$ cat src/vpm_pkg.sv
package vpm_pkg;
   // register indices of this bank
   localparam logic [7:0] VPM_ADDR_MULTI_CFG = 8'h34;
   localparam logic [7:0] VPM_ADDR_WRITE_PTR = 8'h35;
   localparam logic [7:0] VPM_ADDR_DBC_CLR = 8'h49;
   localparam logic [7:0] VPM_ADDR_CRIT_LVL = 8'h4a;
   localparam logic [7:0] VPM_ADDR_WARN2_LVL = 8'h4b;
   localparam logic [7:0] VPM_ADDR_WARN1_LVL = 8'h4c;
   localparam logic [7:0] VPM_ADDR_WARN2_TIME = 8'h4d;
   localparam logic [7:0] VPM_ADDR_WARN1_TIME = 8'h4e;
   localparam logic [7:0] VPM_ADDR_DBC_SET = 8'h4f;
   localparam logic [7:0] VPM_ADDR_EXTRA_ICC = 8'h50;
   localparam logic [7:0] VPM_ADDR_CLIM_CNT = 8'h5c;

   // reset values, and the top 8-bit code where counts saturate
   localparam logic [7:0] VPM_RST_MULTI_CFG = 8'h01;
   localparam logic [7:0] VPM_RST_ZERO = 8'h00;
   localparam logic [7:0] VPM_CODE_MAX = 8'hff;

   // mantissa / exponent field layout
   localparam int VPM_MANT_LSB = 4;
   localparam int VPM_EXP_LSB = 0;
   localparam int VPM_FIELD_W = 4;
   localparam logic [3:0] VPM_FIELD_MAX = 4'hf;

   // linear tick count wide enough for 15 << 15
   localparam int VPM_CNT_W = 19;
   localparam logic [VPM_CNT_W-1:0] VPM_CNT_MAX = 19'h78000;

   // time base: tick period in ns, derived cycles at the clock rate
   localparam int VPM_CLK_NS = 100;
   localparam int VPM_TICK_NS = 1000;
   localparam int VPM_TICK_CYC = (VPM_TICK_NS + VPM_CLK_NS - 1) / VPM_CLK_NS;

   // voltage tables in mV
   localparam logic [11:0] VPM_FINE_BASE_MV = 12'h0fa;
   localparam logic [11:0] VPM_FINE_STEP_MV = 12'h005;
   localparam logic [11:0] VPM_COARSE_BASE_MV = 12'h0c8;
   localparam logic [11:0] VPM_COARSE_STEP_MV = 12'h00a;

   // one register access from the serial bus engine
   typedef struct packed {
      logic wr;
      logic rd;
      logic [7:0] addr;
      logic [7:0] wdata;
   } vpm_req_type;

   // critical comparator debounce states
   typedef enum logic [3:0] {
      VPM_ST_LOW = 4'b0001,
      VPM_ST_ASSERTING = 4'b0010,
      VPM_ST_HIGH = 4'b0100,
      VPM_ST_DEASSERTING = 4'b1000
   } vpm_crit_state_type;

   // mantissa << exponent as a linear tick count
   function automatic logic [VPM_CNT_W-1:0] vpm_decode(input logic [7:0] v);
      logic [VPM_CNT_W-1:0] m;
      m = VPM_CNT_W'(v[VPM_MANT_LSB +: VPM_FIELD_W]);
      return m << v[VPM_EXP_LSB +: VPM_FIELD_W];
   endfunction

   // smallest exponent that fits the mantissa in one nibble
   function automatic logic [7:0] vpm_encode(input logic [VPM_CNT_W-1:0] c);
      logic [7:0] r;
      logic [VPM_CNT_W-1:0] t;
      r = {VPM_FIELD_MAX, VPM_FIELD_MAX};
      t = '0;
      for (int e = 15; e >= 0; e--) begin
         t = c >> e;
         if (t <= VPM_CNT_W'(VPM_FIELD_MAX)) begin
            r = {t[3:0], 4'(e)};
         end
      end
      return r;
   endfunction

   // voltage code to millivolts, code zero is zero volts
   function automatic logic [11:0] vpm_code_to_mv(input logic [7:0] code,
                                                   input logic coarse);
      logic [11:0] n;
      n = 12'(code) - 12'h001;
      if (code == VPM_RST_ZERO) begin
         return 12'h000;
      end
      if (coarse) begin
         return VPM_COARSE_BASE_MV + 12'(n * VPM_COARSE_STEP_MV);
      end
      return VPM_FINE_BASE_MV + 12'(n * VPM_FINE_STEP_MV);
   endfunction
endpackage

$ cat src/vpm_power_monitor_regs.sv
`timescale 1ns/10ps
// Operation
// RL1: read/write multi-regulator config, resets to 01h
// RL2: read-only main write pointer register
// RL3: overheat alert while input exceeds critical level
// RL4: assert debounce delays alert assertion
// RL5: deassert debounce delays alert release
// RL6: durations and counters use mantissa/exponent nibbles
// RL7: two warning levels compared with input
// RL8: per-level read-only time-above counters
// RL9: counters clear on read or changed level
// RL10: counters saturate, never wrap
// RL11: counters hold in deepest low-power state
// RL12: extra current capability scaling in low bits
// RL13: count cycle current limit trigger events
// RL14: voltage code tables, fine and coarse
// RL15: counters advance on fixed internal time base
module vpm_power_monitor_regs #(
   parameter logic [1:0] ICC_SCALE = 2'b00, // 00: 1 A/step, 01: 2 A/step
   parameter int TICK_CYC = vpm_pkg::VPM_TICK_CYC
) (
   input wire logic sys_clk,
   input wire logic rst_n,
   input vpm_pkg::vpm_req_type regReq,
   output logic [7:0] regRdData,
   output logic regRdValid,
   input wire logic [7:0] sysPowerInput,
   input wire logic deepestLowPowerState,
   input wire logic cycleCurrentLimitPin,
   input wire logic [7:0] voltageCode,
   input wire logic coarseTable,
   output logic [11:0] voltageMv,
   output logic [7:0] multiRegulatorConfig,
   output logic regulatorOverheatAlertN
);
   import vpm_pkg::*;

   // refuse settings the logic cannot serve
   initial begin
      // the tick divider is 16 bits wide
      if (TICK_CYC < 1 || TICK_CYC > 65536 || ICC_SCALE > 2'b01) begin
         $error("vpm_power_monitor_regs: bad parameter");
      end
   end

   // reset release synchroniser
   logic rstMeta_q;
   logic rstSyncN; // the only reset used below

   always_ff @(posedge sys_clk or negedge rst_n) begin
      if (!rst_n) begin
         rstMeta_q <= 1'b0;
         rstSyncN <= 1'b0;
      end else begin
         rstMeta_q <= 1'b1;
         rstSyncN <= rstMeta_q;
      end
   end

   // ---------------- time base ----------------
   logic [15:0] tickCnt_q; // divides sys_clk down to the tick rate
   logic [15:0] tickCnt_d;
   logic tick; // one-cycle enable

   always_comb begin
      tick = (tickCnt_q == 16'(TICK_CYC - 1));
      tickCnt_d = tick ? 16'h0000 : tickCnt_q + 16'h0001;
   end

   always_ff @(posedge sys_clk or negedge rstSyncN) begin
      if (!rstSyncN) begin
         tickCnt_q <= 16'h0000;
      end else begin
         tickCnt_q <= tickCnt_d;
      end
   end

   // ---------------- register file ----------------
   logic [7:0] multiCfg_q, multiCfg_d; // bus sharing / power-good config
   logic [7:0] writePtr_q, writePtr_d; // last main-space write index
   logic [7:0] dbcClr_q, dbcClr_d; // deassert debounce code
   logic [7:0] dbcSet_q, dbcSet_d; // assert debounce code
   logic [7:0] critLvl_q, critLvl_d; // critical comparator level
   logic [7:0] warn2Lvl_q, warn2Lvl_d; // warning 2 level
   logic [7:0] warn1Lvl_q, warn1Lvl_d; // warning 1 level
   logic [7:0] rdData_q, rdData_d; // read answer
   logic rdValid_q;
   logic [7:0] warn2Time; // coded counters from the timers
   logic [7:0] warn1Time;
   logic [7:0] climCnt_q; // cycle current limit events
   logic warn2Clear;
   logic warn1Clear;

   // a write to a level clears its timer only when the value changes;
   // rewriting the same level keeps the accumulated time
   always_comb begin
      warn2Clear = (regReq.rd && regReq.addr == VPM_ADDR_WARN2_TIME) ||
                   (regReq.wr && regReq.addr == VPM_ADDR_WARN2_LVL &&
                    regReq.wdata != warn2Lvl_q); // RL9
      warn1Clear = (regReq.rd && regReq.addr == VPM_ADDR_WARN1_TIME) ||
                   (regReq.wr && regReq.addr == VPM_ADDR_WARN1_LVL &&
                    regReq.wdata != warn1Lvl_q); // RL9
   end

   // writable registers and pointer update
   always_comb begin
      multiCfg_d = multiCfg_q;
      dbcClr_d = dbcClr_q;
      dbcSet_d = dbcSet_q;
      critLvl_d = critLvl_q;
      warn2Lvl_d = warn2Lvl_q;
      warn1Lvl_d = warn1Lvl_q;
      writePtr_d = writePtr_q;
      if (regReq.wr) begin
         writePtr_d = regReq.addr; // RL2
         case (regReq.addr)
            VPM_ADDR_MULTI_CFG: begin
               multiCfg_d = regReq.wdata; // RL1
            end
            VPM_ADDR_DBC_CLR: begin
               dbcClr_d = regReq.wdata; // RL5
            end
            VPM_ADDR_DBC_SET: begin
               dbcSet_d = regReq.wdata; // RL4
            end
            VPM_ADDR_CRIT_LVL: begin
               critLvl_d = regReq.wdata; // RL3
            end
            VPM_ADDR_WARN2_LVL: begin
               warn2Lvl_d = regReq.wdata; // RL7
            end
            VPM_ADDR_WARN1_LVL: begin
               warn1Lvl_d = regReq.wdata; // RL7
            end
            default: begin
               // read-only or unmapped: write ignored
            end
         endcase
      end
   end

   // read mux; unmapped indices answer zero
   always_comb begin
      case (regReq.addr)
         VPM_ADDR_MULTI_CFG: rdData_d = multiCfg_q;
         VPM_ADDR_WRITE_PTR: rdData_d = writePtr_q; // RL2
         VPM_ADDR_DBC_CLR: rdData_d = dbcClr_q;
         VPM_ADDR_CRIT_LVL: rdData_d = critLvl_q;
         VPM_ADDR_WARN2_LVL: rdData_d = warn2Lvl_q;
         VPM_ADDR_WARN1_LVL: rdData_d = warn1Lvl_q;
         VPM_ADDR_WARN2_TIME: rdData_d = warn2Time; // RL8
         VPM_ADDR_WARN1_TIME: rdData_d = warn1Time; // RL8
         VPM_ADDR_DBC_SET: rdData_d = dbcSet_q;
         VPM_ADDR_EXTRA_ICC: rdData_d = {6'h00, ICC_SCALE}; // RL12
         VPM_ADDR_CLIM_CNT: rdData_d = climCnt_q; // RL13
         default: rdData_d = VPM_RST_ZERO;
      endcase
      if (!regReq.rd) begin
         rdData_d = rdData_q;
      end
   end

   always_ff @(posedge sys_clk or negedge rstSyncN) begin
      if (!rstSyncN) begin
         multiCfg_q <= VPM_RST_MULTI_CFG; // RL1
         writePtr_q <= VPM_RST_ZERO;
         dbcClr_q <= VPM_RST_ZERO;
         dbcSet_q <= VPM_RST_ZERO;
         critLvl_q <= VPM_RST_ZERO;
         warn2Lvl_q <= VPM_RST_ZERO;
         warn1Lvl_q <= VPM_RST_ZERO;
         rdData_q <= VPM_RST_ZERO;
         rdValid_q <= 1'b0;
      end else begin
         multiCfg_q <= multiCfg_d;
         writePtr_q <= writePtr_d;
         dbcClr_q <= dbcClr_d;
         dbcSet_q <= dbcSet_d;
         critLvl_q <= critLvl_d;
         warn2Lvl_q <= warn2Lvl_d;
         warn1Lvl_q <= warn1Lvl_d;
         rdData_q <= rdData_d;
         rdValid_q <= regReq.rd;
      end
   end

   assign regRdData = rdData_q;
   assign regRdValid = rdValid_q;
   assign multiRegulatorConfig = multiCfg_q;

   // ---------------- warning timers ----------------
   vpm_warn_timer u_warn2 (
      .sys_clk(sys_clk),
      .rstN(rstSyncN),
      .tick(tick),
      .above(sysPowerInput > warn2Lvl_q), // RL7
      .hold(deepestLowPowerState),
      .clear(warn2Clear),
      .timeCode(warn2Time)
   );

   vpm_warn_timer u_warn1 (
      .sys_clk(sys_clk),
      .rstN(rstSyncN),
      .tick(tick),
      .above(sysPowerInput > warn1Lvl_q), // RL7
      .hold(deepestLowPowerState),
      .clear(warn1Clear),
      .timeCode(warn1Time)
   );

   // ---------------- critical comparator ----------------
   vpm_crit_state_type st_q, st_d;
   logic [VPM_CNT_W-1:0] dbcCnt_q, dbcCnt_d; // ticks spent debouncing
   logic alertN_q, alertN_d;
   logic critAbove;

   // a zero debounce code switches in the very next cycle
   always_comb begin
      critAbove = sysPowerInput > critLvl_q; // RL3
      st_d = st_q;
      dbcCnt_d = dbcCnt_q;
      case (st_q)
         VPM_ST_LOW: begin
            dbcCnt_d = '0;
            if (critAbove) begin
               st_d = (vpm_decode(dbcSet_q) == '0) ? VPM_ST_HIGH
                                                   : VPM_ST_ASSERTING;
            end
         end
         VPM_ST_ASSERTING: begin
            if (!critAbove) begin
               st_d = VPM_ST_LOW; // dip restarts the assert window
            end else if (tick) begin
               dbcCnt_d = dbcCnt_q + VPM_CNT_W'(1);
               if (dbcCnt_d >= vpm_decode(dbcSet_q)) begin
                  st_d = VPM_ST_HIGH; // RL4
               end
            end
         end
         VPM_ST_HIGH: begin
            dbcCnt_d = '0;
            if (!critAbove) begin
               st_d = (vpm_decode(dbcClr_q) == '0) ? VPM_ST_LOW
                                                   : VPM_ST_DEASSERTING;
            end
         end
         VPM_ST_DEASSERTING: begin
            if (critAbove) begin
               st_d = VPM_ST_HIGH;
               dbcCnt_d = '0;
            end else if (tick) begin
               dbcCnt_d = dbcCnt_q + VPM_CNT_W'(1);
               if (dbcCnt_d >= vpm_decode(dbcClr_q)) begin
                  st_d = VPM_ST_LOW; // RL5
               end
            end
         end
         default: begin
            st_d = VPM_ST_LOW;
            dbcCnt_d = '0;
         end
      endcase
      alertN_d = !(st_d == VPM_ST_HIGH || st_d == VPM_ST_DEASSERTING); // RL3
   end

   always_ff @(posedge sys_clk or negedge rstSyncN) begin
      if (!rstSyncN) begin
         st_q <= VPM_ST_LOW;
         dbcCnt_q <= '0;
         alertN_q <= 1'b1;
      end else begin
         st_q <= st_d;
         dbcCnt_q <= dbcCnt_d;
         alertN_q <= alertN_d;
      end
   end

   assign regulatorOverheatAlertN = alertN_q;

   // ---------------- cycle limit events ----------------
   // the limit flag is asynchronous: two flops, then edge detect
   logic climMeta_q, climSync_q, climPrev_q;
   logic [7:0] climCnt_d;
   logic climEdge;

   always_comb begin
      climEdge = climSync_q && !climPrev_q;
      climCnt_d = climCnt_q;
      if (climEdge && climCnt_q != VPM_CODE_MAX) begin
         climCnt_d = climCnt_q + 8'h01; // RL13
      end
   end

   always_ff @(posedge sys_clk or negedge rstSyncN) begin
      if (!rstSyncN) begin
         climMeta_q <= 1'b0;
         climSync_q <= 1'b0;
         climPrev_q <= 1'b0;
         climCnt_q <= VPM_RST_ZERO;
      end else begin
         climMeta_q <= cycleCurrentLimitPin;
         climSync_q <= climMeta_q;
         climPrev_q <= climSync_q;
         climCnt_q <= climCnt_d;
      end
   end

   // ---------------- voltage code decode ----------------
   logic [11:0] voltMv_q;

   always_ff @(posedge sys_clk or negedge rstSyncN) begin
      if (!rstSyncN) begin
         voltMv_q <= 12'h000;
      end else begin
         voltMv_q <= vpm_code_to_mv(voltageCode, coarseTable); // RL14
      end
   end

   assign voltageMv = voltMv_q;
endmodule

$ cat src/vpm_warn_timer.sv
`timescale 1ns/10ps
module vpm_warn_timer (
   input wire logic sys_clk,
   input wire logic rstN,
   input wire logic tick,
   input wire logic above,
   input wire logic hold,
   input wire logic clear,
   output logic [7:0] timeCode
);
   import vpm_pkg::*;

   logic [VPM_CNT_W-1:0] count_q; // linear ticks spent above the level
   logic [VPM_CNT_W-1:0] count_d;
   logic [7:0] code_q; // encoded copy seen by the register file
   logic inc;

   // counting only happens on time-base ticks while above the level
   assign inc = tick && above && !hold; // RL15

   // next count: hold wins over everything, a tick landing on a clear
   // survives as one tick so no time above the level is lost
   always_comb begin
      count_d = count_q;
      if (hold) begin
         count_d = count_q; // RL11
      end else if (clear) begin
         count_d = inc ? VPM_CNT_W'(1) : '0; // RL9
      end else if (inc && count_q != VPM_CNT_MAX) begin
         count_d = count_q + VPM_CNT_W'(1); // RL10
      end
   end

   // register both the linear count and its coded form
   always_ff @(posedge sys_clk or negedge rstN) begin
      if (!rstN) begin
         count_q <= '0;
         code_q <= VPM_RST_ZERO;
      end else begin
         count_q <= count_d;
         code_q <= vpm_encode(count_d); // RL6
      end
   end

   assign timeCode = code_q;
endmodule
$ cat config.mk
export PLATFORM = sky130hd
export DESIGN_NAME = vpm_power_monitor_regs
export DESIGN_NICKNAME = d
export VERILOG_FILES = /design/src/vpm_pkg.sv /design/src/vpm_power_monitor_regs.sv /design/src/vpm_warn_timer.sv
export SDC_FILE = /design/constraint.sdc
export NUM_CORES = 1
export LEC_CHECK = 0
export ABC_AREA = 1
export BUFFER_PORTS_ARGS = -buffer_cell sky130_fd_sc_hd__buf_2
export CORE_ASPECT_RATIO = 1.2
export CORE_MARGIN = 4
export CORE_UTILIZATION = 52
export CTS_CLUSTER_DIAMETER = 40
export DETAILED_ROUTE_END_ITERATION = 8
export PLACE_DENSITY_LB_ADDON = 0.05
export RECOVER_POWER = 25
export SETUP_SLACK_MARGIN = 0.02
export SLEW_MARGIN = 20
export SYNTH_ARGS = -nofsm -noshare
export SYNTH_HDL_FRONTEND = slang
export SYNTH_SLANG_ARGS = --single-unit
export TNS_END_PERCENT = 5
$ cat constraint.sdc
create_clock -name sys_clk -period 12.3 [get_ports sys_clk]
set_input_delay 0 -clock sys_clk [delete_from_list [all_inputs] [get_ports sys_clk]]
set_output_delay 0 -clock sys_clk [all_outputs]
set_load 0.02 [all_outputs]
-- Word level (Yosys, flattened, before mapping)
Index checks and enable logic that the tools add are counted.
- register bits: 184
- bits in latches: 0
- RAM bits: 0
- memory bits (read-only): 0
- input port bits: 39
- output and inout bits: 30
- memories kept: 0
- add/subtract/negate cells: 8
- multipliers: 2
- div/mod/pow operators: 0
- magnitude comparators: 37
- equal/unequal tests: 23
- shift operators: 2
- multiplexer cells: 64
- bitwise operators: 0
- reduce and logical (&&, ||, !) cells: 29
- operators with widths (kind ; number):
    2-to-1 mux 8 bit ; 32
    2-to-1 mux 19 bit ; 9
    one-hot mux 8 bit (10 select lines) ; 1
    == test 8 x 7 -> 1 bit (second input constant) ; 8
    adder 19 x 1 -> 19 bit (second input constant) ; 3
    2-to-1 mux 12 bit ; 4
    >= comparator 19 bit ; 2
    less-or-equal comparator 19 x 4 -> 1 bit (second input constant) ; 2
    zero test 19 bit ; 2
    != test 19 bit (second input constant) ; 2
    one-hot mux 19 bit (2 select lines) ; 1
    left shift 4 x 4 -> 19 bit ; 2
    less-or-equal comparator 18 x 4 -> 1 bit (second input constant) ; 2
    2-to-1 mux 4 bit ; 9
    less-or-equal comparator 17 x 4 -> 1 bit (second input constant) ; 2
    less-or-equal comparator 16 x 4 -> 1 bit (second input constant) ; 2
    less-or-equal comparator 15 x 4 -> 1 bit (second input constant) ; 2
    less-or-equal comparator 14 x 4 -> 1 bit (second input constant) ; 2
    less-or-equal comparator 13 x 4 -> 1 bit (second input constant) ; 2
    adder 8 x 12 -> 12 bit (first input constant) ; 2
    > comparator 8 bit ; 3
    less-or-equal comparator 12 x 4 -> 1 bit (second input constant) ; 2
    less-or-equal comparator 11 x 4 -> 1 bit (second input constant) ; 2
    less-or-equal comparator 10 x 4 -> 1 bit (second input constant) ; 2
    other kinds (29) ; 65

-- Depth between registers and ports, before layout
Gate-level depths: netlist of run 1.
- word-level depth: 24
- gate-level depth with buffers: 33

-- By module
A second synthesis of run 1 with hierarchy kept.
- cell total of the unflattened synthesis: 2066
- area total of the unflattened synthesis: 14400.1 um^2
- modules (own cells, without submodules) (module ; times used ; cells an instance ; area each (um^2)):
    vpm_power_monitor_regs ; 1 ; 1336 ; 9818.2
    vpm_warn_timer ; 2 ; 365 ; 2290.9

-- Worst setup path after synthesis of run 1
OpenSTA, ideal clock, no wires.
- path type: register to register
- from: reg dbcCnt_q[0]
- to: reg alertN_q (netlist: regulatorOverheatAlertN)
- library setup time: 82 ps
- arrival time: 3015 ps
- required time: 12218 ps
- path slack: 9203 ps
- cell stages (with the launch flop): 26
- period minus slack after synthesis: 3097 ps
- cell sequence: dfrtp_1 > ha_1 > nand2_1 > nor2_1 > nand3_1 > nor2_1 > nand2_1 > nor4_1 > inv_1 > nor2_1 > nand2_1 > nor2_1 > nor2_1 > ha_1 > nand2_1 > nor2_1 > nor4b_1 > a21oi_1 > nand2_1 > nand3_1 > nand3_1 > nand2_1 > inv_1 > nor2_1 > o211ai_1 > nor2_1
- cells in the longest elaborated chain, start to end: 9
- ends and longest elaborated chain (what ; RTL line ; text):
    start: declaration ; vpm_power_monitor_regs.sv:214 ; logic [VPM_CNT_W-1:0] dbcCnt_q, dbcCnt_d;
    start signal: assignment ; vpm_power_monitor_regs.sv:274 ; dbcCnt_q <= dbcCnt_d;
    adder 19 x 1 -> 19 bit (*) ; vpm_power_monitor_regs.sv:235, vpm_power_monitor_regs.sv:253 ;
    >= comparator 19 bit (on tied branches) ; vpm_power_monitor_regs.sv:254, vpm_power_monitor_regs.sv:236 ;
    2-to-1 mux 4 bit (on tied branches) ; vpm_power_monitor_regs.sv:254, vpm_power_monitor_regs.sv:236 ;
    2-to-1 mux 4 bit (on tied branches) ; vpm_power_monitor_regs.sv:252, vpm_power_monitor_regs.sv:234 ;
    2-to-1 mux 4 bit (on tied branches) ; vpm_power_monitor_regs.sv:249, vpm_power_monitor_regs.sv:232 ;
    one-hot mux 4 bit (4 select lines) (*) ; vpm_power_monitor_regs.sv:223 ; case (st_q)
    named net st_d[2] ; vpm_power_monitor_regs.sv:213 ; vpm_crit_state_type st_q, st_d;
    == test 4 x 3 -> 1 bit / == test 4 bit (equally long branches) ; vpm_power_monitor_regs.sv:264 ; alertN_d = !(st_d == VPM_ST_HIGH || st_d == VPM_ST_DEASSERTING);
    logical OR 1 bit (*) ; vpm_power_monitor_regs.sv:264 ;
    zero test 1 bit (*) ; vpm_power_monitor_regs.sv:264 ;
    named net alertN_d ; vpm_power_monitor_regs.sv:215 ; logic alertN_q, alertN_d;
    end signal: assignment ; vpm_power_monitor_regs.sv:275 ; alertN_q <= alertN_d;
    end: declaration ; vpm_power_monitor_regs.sv:215 ;
The timed path passes the listed nets; every way through them passes the cells marked *.
A chain may end at the register's enable or synchronous reset.

-- Worst setup path in the final report of run 1
- from: reg warn2Lvl_q[5]
- to: reg u_warn2.code_q[6] (netlist: u_warn2.timeCode[6])
- cells in the longest elaborated chain, start to end: 24
- ends and longest elaborated chain (what ; RTL line ; text):
    start: declaration ; vpm_power_monitor_regs.sv:84 ; logic [7:0] warn2Lvl_q, warn2Lvl_d;
    start signal: assignment ; vpm_power_monitor_regs.sv:180 ; warn2Lvl_q <= warn2Lvl_d;
    > comparator 8 bit ; vpm_power_monitor_regs.sv:196 ; .above(sysPowerInput > warn2Lvl_q),
    logical AND 1 bit (2 in a row) ; vpm_warn_timer.sv:19 ; assign inc = tick && above && !hold;
    logical AND 1 bit ; vpm_warn_timer.sv:29 ; end else if (inc && count_q != VPM_CNT_MAX) begin
    2-to-1 mux 19 bit ; vpm_warn_timer.sv:29 ;
    2-to-1 mux 19 bit (*) ; vpm_warn_timer.sv:27 ; end else if (clear) begin
    2-to-1 mux 19 bit (*) ; vpm_warn_timer.sv:25 ; if (hold) begin
    named net u_warn2.count_d[15] ; vpm_warn_timer.sv:14 ; logic [VPM_CNT_W-1:0] count_d;
    less-or-equal comparator 4 bit ; vpm_pkg.sv:72 ; if (t <= VPM_CNT_W'(VPM_FIELD_MAX)) begin
    2-to-1 mux 8 bit (15 in a row) ; vpm_pkg.sv:72 ;
    2-to-1 mux 8 bit (*) ; vpm_pkg.sv:72 ;
    end signal: assignment ; vpm_warn_timer.sv:41 ; code_q <= vpm_encode(count_d);
    end: declaration ; vpm_warn_timer.sv:15 ; logic [7:0] code_q;
Marks and branches as above.

==> metrics.log, run 1 <==
INFO  metric pleak = between 8 and 9 nW
INFO  metric timing.rr.start = warn2Lvl_q[5]$_DFFE_PN0P_
INFO  metric timing.critical_path.from_type = flop
INFO  metric tritoncts = done
INFO  metric drt-initial-drc-count = between 1000 and 1500
INFO  metric cp.required = around 13 ns
INFO  metric critical-path-slowest-cell = sky130_fd_sc_hd__nor2_1
INFO  metric synth.area.top_cells = sky130_fd_sc_hd__dfrtp_1 32%, sky130_fd_sc_hd__nand2_1 13%, sky130_fd_sc_hd__ha_1 8.6%
INFO  metric buffer_ports.inserted = about 70
INFO  metric tritoncts.num_buffers = 17
INFO  metric syn-mean-instance-area = approximately 7 um2
INFO  metric cp_max_fo = 11
INFO  metric critical_path.startpoint = warn2Lvl_q[5]$_DFFE_PN0P_
INFO  metric power_per_cell_area = between 100 and 150 nW/um2
INFO  metric remaining_drc_errors = 0
INFO  metric outcome = finished, violations left
INFO  metric die_w = approximately 160 um
INFO  metric grt_antenna_before_repair = 0
INFO  metric die_area = approximately 30000 um2
INFO  metric cell_row_count = 65
INFO  metric tightestPinTransition = around 2.8 ns
INFO  metric final_nets = 2266
INFO  metric maxClockFrequency = 0.258 GHz
INFO  metric cts.sinks = between 150 and 200
INFO  metric drt_pre_antenna_iters = 6
INFO  metric kind_of_capture_point_of_the_worst_setup_path = flop
INFO  metric synth_top_cell_by_area = sky130_fd_sc_hd__dfrtp_1
INFO  metric ys_warn_count = 0
INFO  metric htreeDepth = 4
INFO  metric critical_path.cell_chain = inv_1, ha_1, nand2_1, nor2_1, nand2_1, nand2_1, nor2_2, nand2_1, nor2_1, nand4_1, nand3_1, inv_2, nor2_4, nand3_4, nor2_4, nand3_2, nor2_4, o21ai_1, a21oi_1, nand2_1, nand2_1, nand2_1, nand2_1, nand2_1
INFO  metric clk_root_buffer_cell = sky130_fd_sc_hd__clkbuf_16
INFO  metric avgRoutedWirePerCell = between 15 and 20 um
INFO  metric areaGrowthSynthToFinish = 11.3%
INFO  metric synth_enable_flop_cells = 0
INFO  metric avgViaCountPerCell = between 5 and 6
INFO  metric design.core.area = approximately 27000 um2
INFO  metric routed_wire_length = 38800 um
INFO  metric path_class = flop to flop
INFO  metric slew_violations = 68
INFO  metric pin_count_of_the_biggest_net_entering_global_routing = between 60 and 70
INFO  metric final_util = about three fifths
INFO  metric die_h = 189 um
INFO  metric post-synth-top-area-fraction = 31.9%
INFO  metric synthesis.nets = roughly 2200
INFO  metric layout_commonest_cell = sky130_fd_sc_hd__nand2_1
INFO  metric fin_skew = about 0.019 ns
INFO  metric placer_congestion = between 0.9 and 1
INFO  metric setup_total_negative_slack = 0 ns
INFO  metric unrepaired_setup_endpoints_after_global_routing = false
INFO  metric worst_path_most_repeated_cell = sky130_fd_sc_hd__nand2_1
INFO  metric clock_latency_late_sink = 0.46 ns
INFO  metric async_flop_share = between 90% and 100%
INFO  metric power.ir.vdd_worst = roughly 0.087 mV
INFO  metric seq_area_frac_synth = approximately a third
INFO  metric finalHoldViolCount = 0
INFO  metric relSlewSlack = -85.5%
INFO  metric antennaDiodeCount = 0
INFO  metric route.vias.total = between 10000 and 15000
INFO  metric leading_cell_types_in_the_layout_fill_and_taps_excluded = 485 x sky130_fd_sc_hd__nand2_1, 315 x sky130_fd_sc_hd__inv_1, 223 x sky130_fd_sc_hd__nor2_1, 181 x sky130_fd_sc_hd__dfrtp_1, 158 x sky130_fd_sc_hd__o21ai_0
INFO  metric post-dp-hpwl = 30100 um
INFO  metric max_stage_delay = a little under 0.6 ns
INFO  metric hold_path.class = input port to flop
INFO  metric grt_pass1_vias = around 13000
INFO  metric clk_pin_slew = 0.08 ns
INFO  metric post_synth_instance_area = between 10000 and 15000 um2
INFO  metric fin_crit_sh = around a third
INFO  metric period_needed = about 3.9 ns
INFO  metric max-clock-path-buffers = 2
INFO  metric failed_checks = capacitance limit, slew limit
INFO  metric synth_seq_cells = roughly 180
INFO  metric distinct_cell_type_count_after_synthesis = 61
INFO  metric grt_pass1_wl = 64900 um
INFO  metric netlist_instances = slightly above 2000
INFO  metric floorplan.initialDensity = a little over half
INFO  metric globalRoute.totalOverflow = 0
INFO  metric antenna_violating_nets_post_route = 0
INFO  metric drive_above_1_share = under 10%
INFO  metric flip_flop_cell_with_the_highest_count_after_synthesis = sky130_fd_sc_hd__dfrtp_1
INFO  metric path_buf_inv = 2
INFO  metric min-delay-start = voltageCode[6]
INFO  metric timing.critical_path.max_delay_family = simple AND/OR/NAND/NOR gates
INFO  metric cp_data_arrival_time = between 4 and 5 ns
INFO  metric boundaryPins = 69
INFO  metric maxCapViolCount = 1
INFO  metric finalSetupViolations = 0
INFO  metric track_usage = 26.1%
routing by layer:
layer	wire length, um	GRT usage (%)
met1	17100	33.9
met2	19000	45.3
met3	1830	4.27
met4	836	7.55
met5	0	0
power by group:
| part | internal, mW | switching (mW) | total [mW] |
|---|---|---|---|
| Combinational | 0.138 | 0.267 | 0.405 |
| Clock | 0.292 | 0.281 | 0.573 |
| Sequential | 0.661 | 0.0457 | 0.706 |
stage by stage:
| step | total power, mW | hold WS [ns] | instance area (um2) | instances | worst slack [ns] |
|---|---|---|---|---|---|
| final | 1.68 | 0.0267 | 15800 | 2471 | 8.42 |
| after global routing | 1.79 | 0.0289 | 15800 | 2471 | 7.66 |
| after CTS | 1.70 | 0.00909 | 15800 | 2471 | 8.49 |
| after detailed placement | 1.11 | -0.214 | 14800 | 2399 | 8.50 |
| after global placement | 1.10 | -0.215 | 14800 | 2399 | 8.55 |
| after floorplan | 0.997 | -0.296 | 14200 | 2024 | 6.80 |
tightest hold or removal path: cells and delay by family:
family | cells | cell delay [ns]
buffers and inverters | 1 | 0.11
AND/OR/NAND/NOR | 1 | 0.13
AO/OA/AOI/OAI | 1 | 0.17
state kept, by name (all words and copies together), names as in the netlist, 12 cells and up:
name	cells
dbcCnt_q	19
tickCnt_q	16
u_warn1.count_q	19
u_warn2.count_q	19
voltageMv	12
path summary, 6_finish.rpt:
kind | endpoint | slack, ns | depth (start not counted)
worst max register to register | u_warn2.timeCode[6]$_DFF_PN0_ | 8.42 | 24
worst max-delay path | u_warn2.timeCode[6]$_DFF_PN0_ | 8.42 | 24
min in group asynchronous | rstMeta_q$_DFF_PN0_ | 0.40 | 3
max in group asynchronous | climCnt_q[5]$_DFFE_PN0P_ | 8.45 | 2
worst min-delay path | voltageMv[5]$_DFF_PN0_ | 0.03 | 3
worst min register to register | climSync_q$_DFF_PN0_ | 0.35 | 0
Yosys cell counts, types with 4 or more instances:
library cell	n
sky130_fd_sc_hd__dfrtp_1	181
sky130_fd_sc_hd__inv_2	13
sky130_fd_sc_hd__o22ai_1	15
sky130_fd_sc_hd__a31oi_1	8
sky130_fd_sc_hd__a211oi_1	10
sky130_fd_sc_hd__nor2_4	13
sky130_fd_sc_hd__o221ai_1	4
sky130_fd_sc_hd__nor4_1	10
sky130_fd_sc_hd__clkinv_1	5
sky130_fd_sc_hd__nor2_1	223
sky130_fd_sc_hd__o21ai_1	8
sky130_fd_sc_hd__o31ai_1	5
sky130_fd_sc_hd__nor2_2	4
sky130_fd_sc_hd__nand3_1	102
sky130_fd_sc_hd__nand2_2	7
sky130_fd_sc_hd__o2111ai_1	10
sky130_fd_sc_hd__nand2_1	485
sky130_fd_sc_hd__nand3b_1	5
sky130_fd_sc_hd__o21bai_1	4
sky130_fd_sc_hd__a221oi_1	17
sky130_fd_sc_hd__inv_1	315
sky130_fd_sc_hd__o211ai_1	8
sky130_fd_sc_hd__clkbuf_1	24
sky130_fd_sc_hd__ha_1	98
sky130_fd_sc_hd__fa_1	6
sky130_fd_sc_hd__nor3_1	47
sky130_fd_sc_hd__xnor2_1	9
sky130_fd_sc_hd__nand2_4	11
sky130_fd_sc_hd__nand4_1	51
sky130_fd_sc_hd__nor2_8	5
sky130_fd_sc_hd__a21oi_1	84
sky130_fd_sc_hd__xor2_1	32
sky130_fd_sc_hd__nand3_2	7
sky130_fd_sc_hd__o21ai_0	158
cells by family after synthesis:
| logic type | count (synthesis) | share of synthesized area [%] |
|---|---|---|
| other cells | 1 | 0.0264 |
| compound gates | 345 | 14.2 |
| buf+inv | 365 | 9.83 |
| fa+ha+maj | 104 | 9.49 |
| flops | 184 | 32.5 |
| simple gates | 984 | 31.5 |
| xor+xnor | 41 | 2.53 |
area by class of cell:
| type | count | area [um2] |
|---|---|---|
| clock buffer | 18 | 429 |
| clock inverter | 14 | 175 |
| fill | 2554 | 10800 |
| inverter | 333 | 1250 |
| multi-input combinational | 1475 | 8190 |
| sequential | 184 | 4610 |
| tap | 335 | 419 |
| timing repair buffer | 112 | 732 |
timing repair:
item | in CTS | in global routing
hold buffers | 40 | 0
buffers inserted | 0 | 0
setup endpoints to repair | 0 | 0
resized for setup | 0 | 0
endpoints found under the hold margin | 53 | 0
(Power assumes the default switching activity.)
==> run 2: changes to the inputs <==
==> constraint.sdc (replaced) <==
create_clock -name sys_clk -period 3.4 [get_ports sys_clk]
set_input_delay 0 -clock sys_clk [delete_from_list [all_inputs] [get_ports sys_clk]]
set_output_delay 0 -clock sys_clk [all_outputs]
set_load 0.02 [all_outputs]
==> run 2 against run 1 <==
  * The run still ends with capacitance limit, slew limit left
  * Final area is 5.3% higher
  * Critical path type unchanged
  * Global-route usage increased by 0.058 points
  * Via count rose by 2.1%
  * Critical path depth is 4 higher
  * Wire length is 2.7% higher
  * Clock power grew to 3.5 times the previous value
==> metrics.log, run 2 (synthesis results as in run 1) <==
INFO  metric register_area = about 4600 um2
INFO  metric tritoncts.num_buffers = 17
INFO  metric finalNonFillerCells = approximately 2500
INFO  metric avgRoutedWirePerCell = between 15 and 20 um
INFO  metric nFillCells = between 2000 and 3000
INFO  metric die_h = between 150 and 200 um
INFO  metric kind_of_capture_point_of_the_worst_setup_path = flop
INFO  metric floorplan.initialDensity = 53.4%
INFO  metric maxCapViolCount = 1
INFO  metric placed_cells_incl_taps = ~2400
INFO  metric tritoncts = done
INFO  metric max_stage_delay = ~0.4 ns
INFO  metric clock_latency_late_sink = roughly 0.45 ns
INFO  metric remaining_drc_errors = 0
INFO  metric die_area = between 30000 and 40000 um2
INFO  metric routed_wire_length = between 30000 and 40000 um
INFO  metric grt_pass1_vias = around 13000
INFO  metric cts.sinks = roughly 180
INFO  metric timing.critical_path.from_type = flop
INFO  metric worst_path_most_repeated_cell = sky130_fd_sc_hd__nand2_1
INFO  metric pin_count_of_the_biggest_net_entering_global_routing = 58
INFO  metric grt_pass1_wl = about 65000 um
INFO  metric htreeDepth = 4
INFO  metric areaGrowthSynthToFinish = 17.2%
INFO  metric hold_path.class = input port to flop
INFO  metric buffer_ports.inserted = slightly below 70
INFO  metric post-dp-hpwl = slightly above 30000 um
INFO  metric pleak = 8.38 nW
INFO  metric antennaDiodeCount = 0
INFO  metric regToRegSetupSlack = a little over 0.06 ns
INFO  metric final_nets = 2332
INFO  metric period_needed = between 3 and 4 ns
INFO  metric slew_violations = 56
INFO  metric globalRoute.totalOverflow = 0
INFO  metric tightestPinTransition = ~2.5 ns
INFO  metric power.ir.vdd_worst = roughly 0.32 mV
INFO  metric placer_congestion = about 0.96
INFO  metric fin_skew = ~0.011 ns
INFO  metric design.core.area = ~27000 um2
INFO  metric drive_above_1_share = approximately an eighth
INFO  metric boundaryPins = between 60 and 70
INFO  metric drt-initial-drc-count = approximately 990
INFO  metric final_util = between 60% and 70%
INFO  metric finalSetupViolations = 0
INFO  metric outcome = finished, violations left
INFO  metric path_class = flop to flop
INFO  metric route.vias.total = roughly 14000
INFO  metric max-clock-path-buffers = 2
INFO  metric avgViaCountPerCell = about 5.5
INFO  metric area_used_by_multi_input_combinational_logic = ~8500 um2
INFO  metric layout_commonest_cell = sky130_fd_sc_hd__nand2_1
INFO  metric grt_antenna_before_repair = 0
INFO  metric clk_root_buffer_cell = sky130_fd_sc_hd__clkbuf_16
INFO  metric relSlewSlack = -67.8%
INFO  metric finalHoldViolCount = 0
INFO  metric clk_pin_slew = roughly 0.07 ns
INFO  metric failed_checks = capacitance limit, slew limit
INFO  metric critical-path-slowest-cell = sky130_fd_sc_hd__dfrtp_1
INFO  metric layout_top_registers = dbcCnt_q x19, u_warn1.count_q x19, u_warn2.count_q x19
INFO  metric fin_crit_sh = a little under 100%
INFO  metric unrepaired_setup_endpoints_after_global_routing = true
INFO  metric cp_max_fo = 6
INFO  metric power_per_cell_area = around 370 nW/um2
INFO  metric track_usage = approximately a quarter
INFO  metric cp_data_arrival_time = roughly 3.7 ns
INFO  metric antenna_violating_nets_post_route = 0
INFO  metric maxClockFrequency = ~0.3 GHz
INFO  metric cp.required = about 3.7 ns
INFO  metric leading_cell_types_in_the_layout_fill_and_taps_excluded = 471 x sky130_fd_sc_hd__nand2_1, 301 x sky130_fd_sc_hd__inv_1, 201 x sky130_fd_sc_hd__nor2_1, 179 x sky130_fd_sc_hd__dfrtp_1, 150 x sky130_fd_sc_hd__o21ai_0
INFO  metric drt_pre_antenna_iters = 5
INFO  metric cell_row_count = 65
INFO  metric die_w = about 160 um
-- run 2: what timing repair did --
item | CTS | global route
hold endpoints to repair | 43 | 0
setup buffers | 3 | 19
hold buffers | 36 | 0
pin swaps | 3 | 34
cloned | 1 | 1
gates resized for setup | 8 | 97
endpoints found under the setup margin | 10 | 17
-- run 2: layout make-up --
class                      instances  share of cell area, %
multi-input combinational       1476                   51.2
clock inverter                    13                  0.820
tap                              335                   2.52
sequential                       184                   27.7
timing repair buffer             177                   7.55
inverter                         333                   7.54
clock buffer                      18                   2.64
-- run 2: stage by stage --
step	hold slack, ns	TNS, ns	instance area [um2]	setup slack (ns)	power [mW]
floorplan	-0.296	0	14200	0.303	3.61
global route	0.0449	-1.19	16600	-0.194	6.44
detailed placement	-0.213	-0.707	15200	-0.173	4.06
finish	0.0173	0	16600	0.0607	6.08
global placement	-0.215	-0.589	15200	-0.138	4.03
CTS	0.00392	0	16200	0.00233	6.09
-- run 2: path summary, 6_finish.rpt --
kind                                      startpoint                       endpoint  cells past startpoint
max                        warn1Lvl_q[5]$_DFFE_PN0P_  u_warn1.timeCode[5]$_DFF_PN0_                     28
min reg2reg                     climMeta_q$_DFF_PN0_           climSync_q$_DFF_PN0_                      0
max in group asynchronous         rstSyncN$_DFF_PN0_        dbcSet_q[0]$_DFFE_PN0P_                      0
max reg2reg                warn1Lvl_q[5]$_DFFE_PN0P_  u_warn1.timeCode[5]$_DFF_PN0_                     28
min in group asynchronous                      rst_n             rstSyncN$_DFF_PN0_                      3
min                                   voltageCode[6]         voltageMv[6]$_DFF_PN0_                      3
-- run 2: report_power, final --
group	internal (mW)	switching, mW
logic	0.545	0.995
registers	2.39	0.161
clock network	1.05	0.941
-- run 2: critical path: cells and delay by family (launching register included) --
family / cells / cell delay [ns]
AND/OR/NAND/NOR: 22 / 2.10
adder cells (fa/ha/maj): 1 / 0.24
buffers and inverters: 5 / 0.47
flip-flops: 1 / 0.40
-- run 2: layer usage --
layer | GRT usage, % | wire [um] | up-vias | part of all wire [%]
met1 | 33.5 | 17500 | 6577 | 44
met2 | 46.1 | 19600 | 334 | 49
met3 | 3.37 | 1510 | 78 | 3.8
li1 | - | - | 6965 | -
met5 | 0 | 0 | - | 0
met4 | 8.68 | 1170 | 0 | 2.9
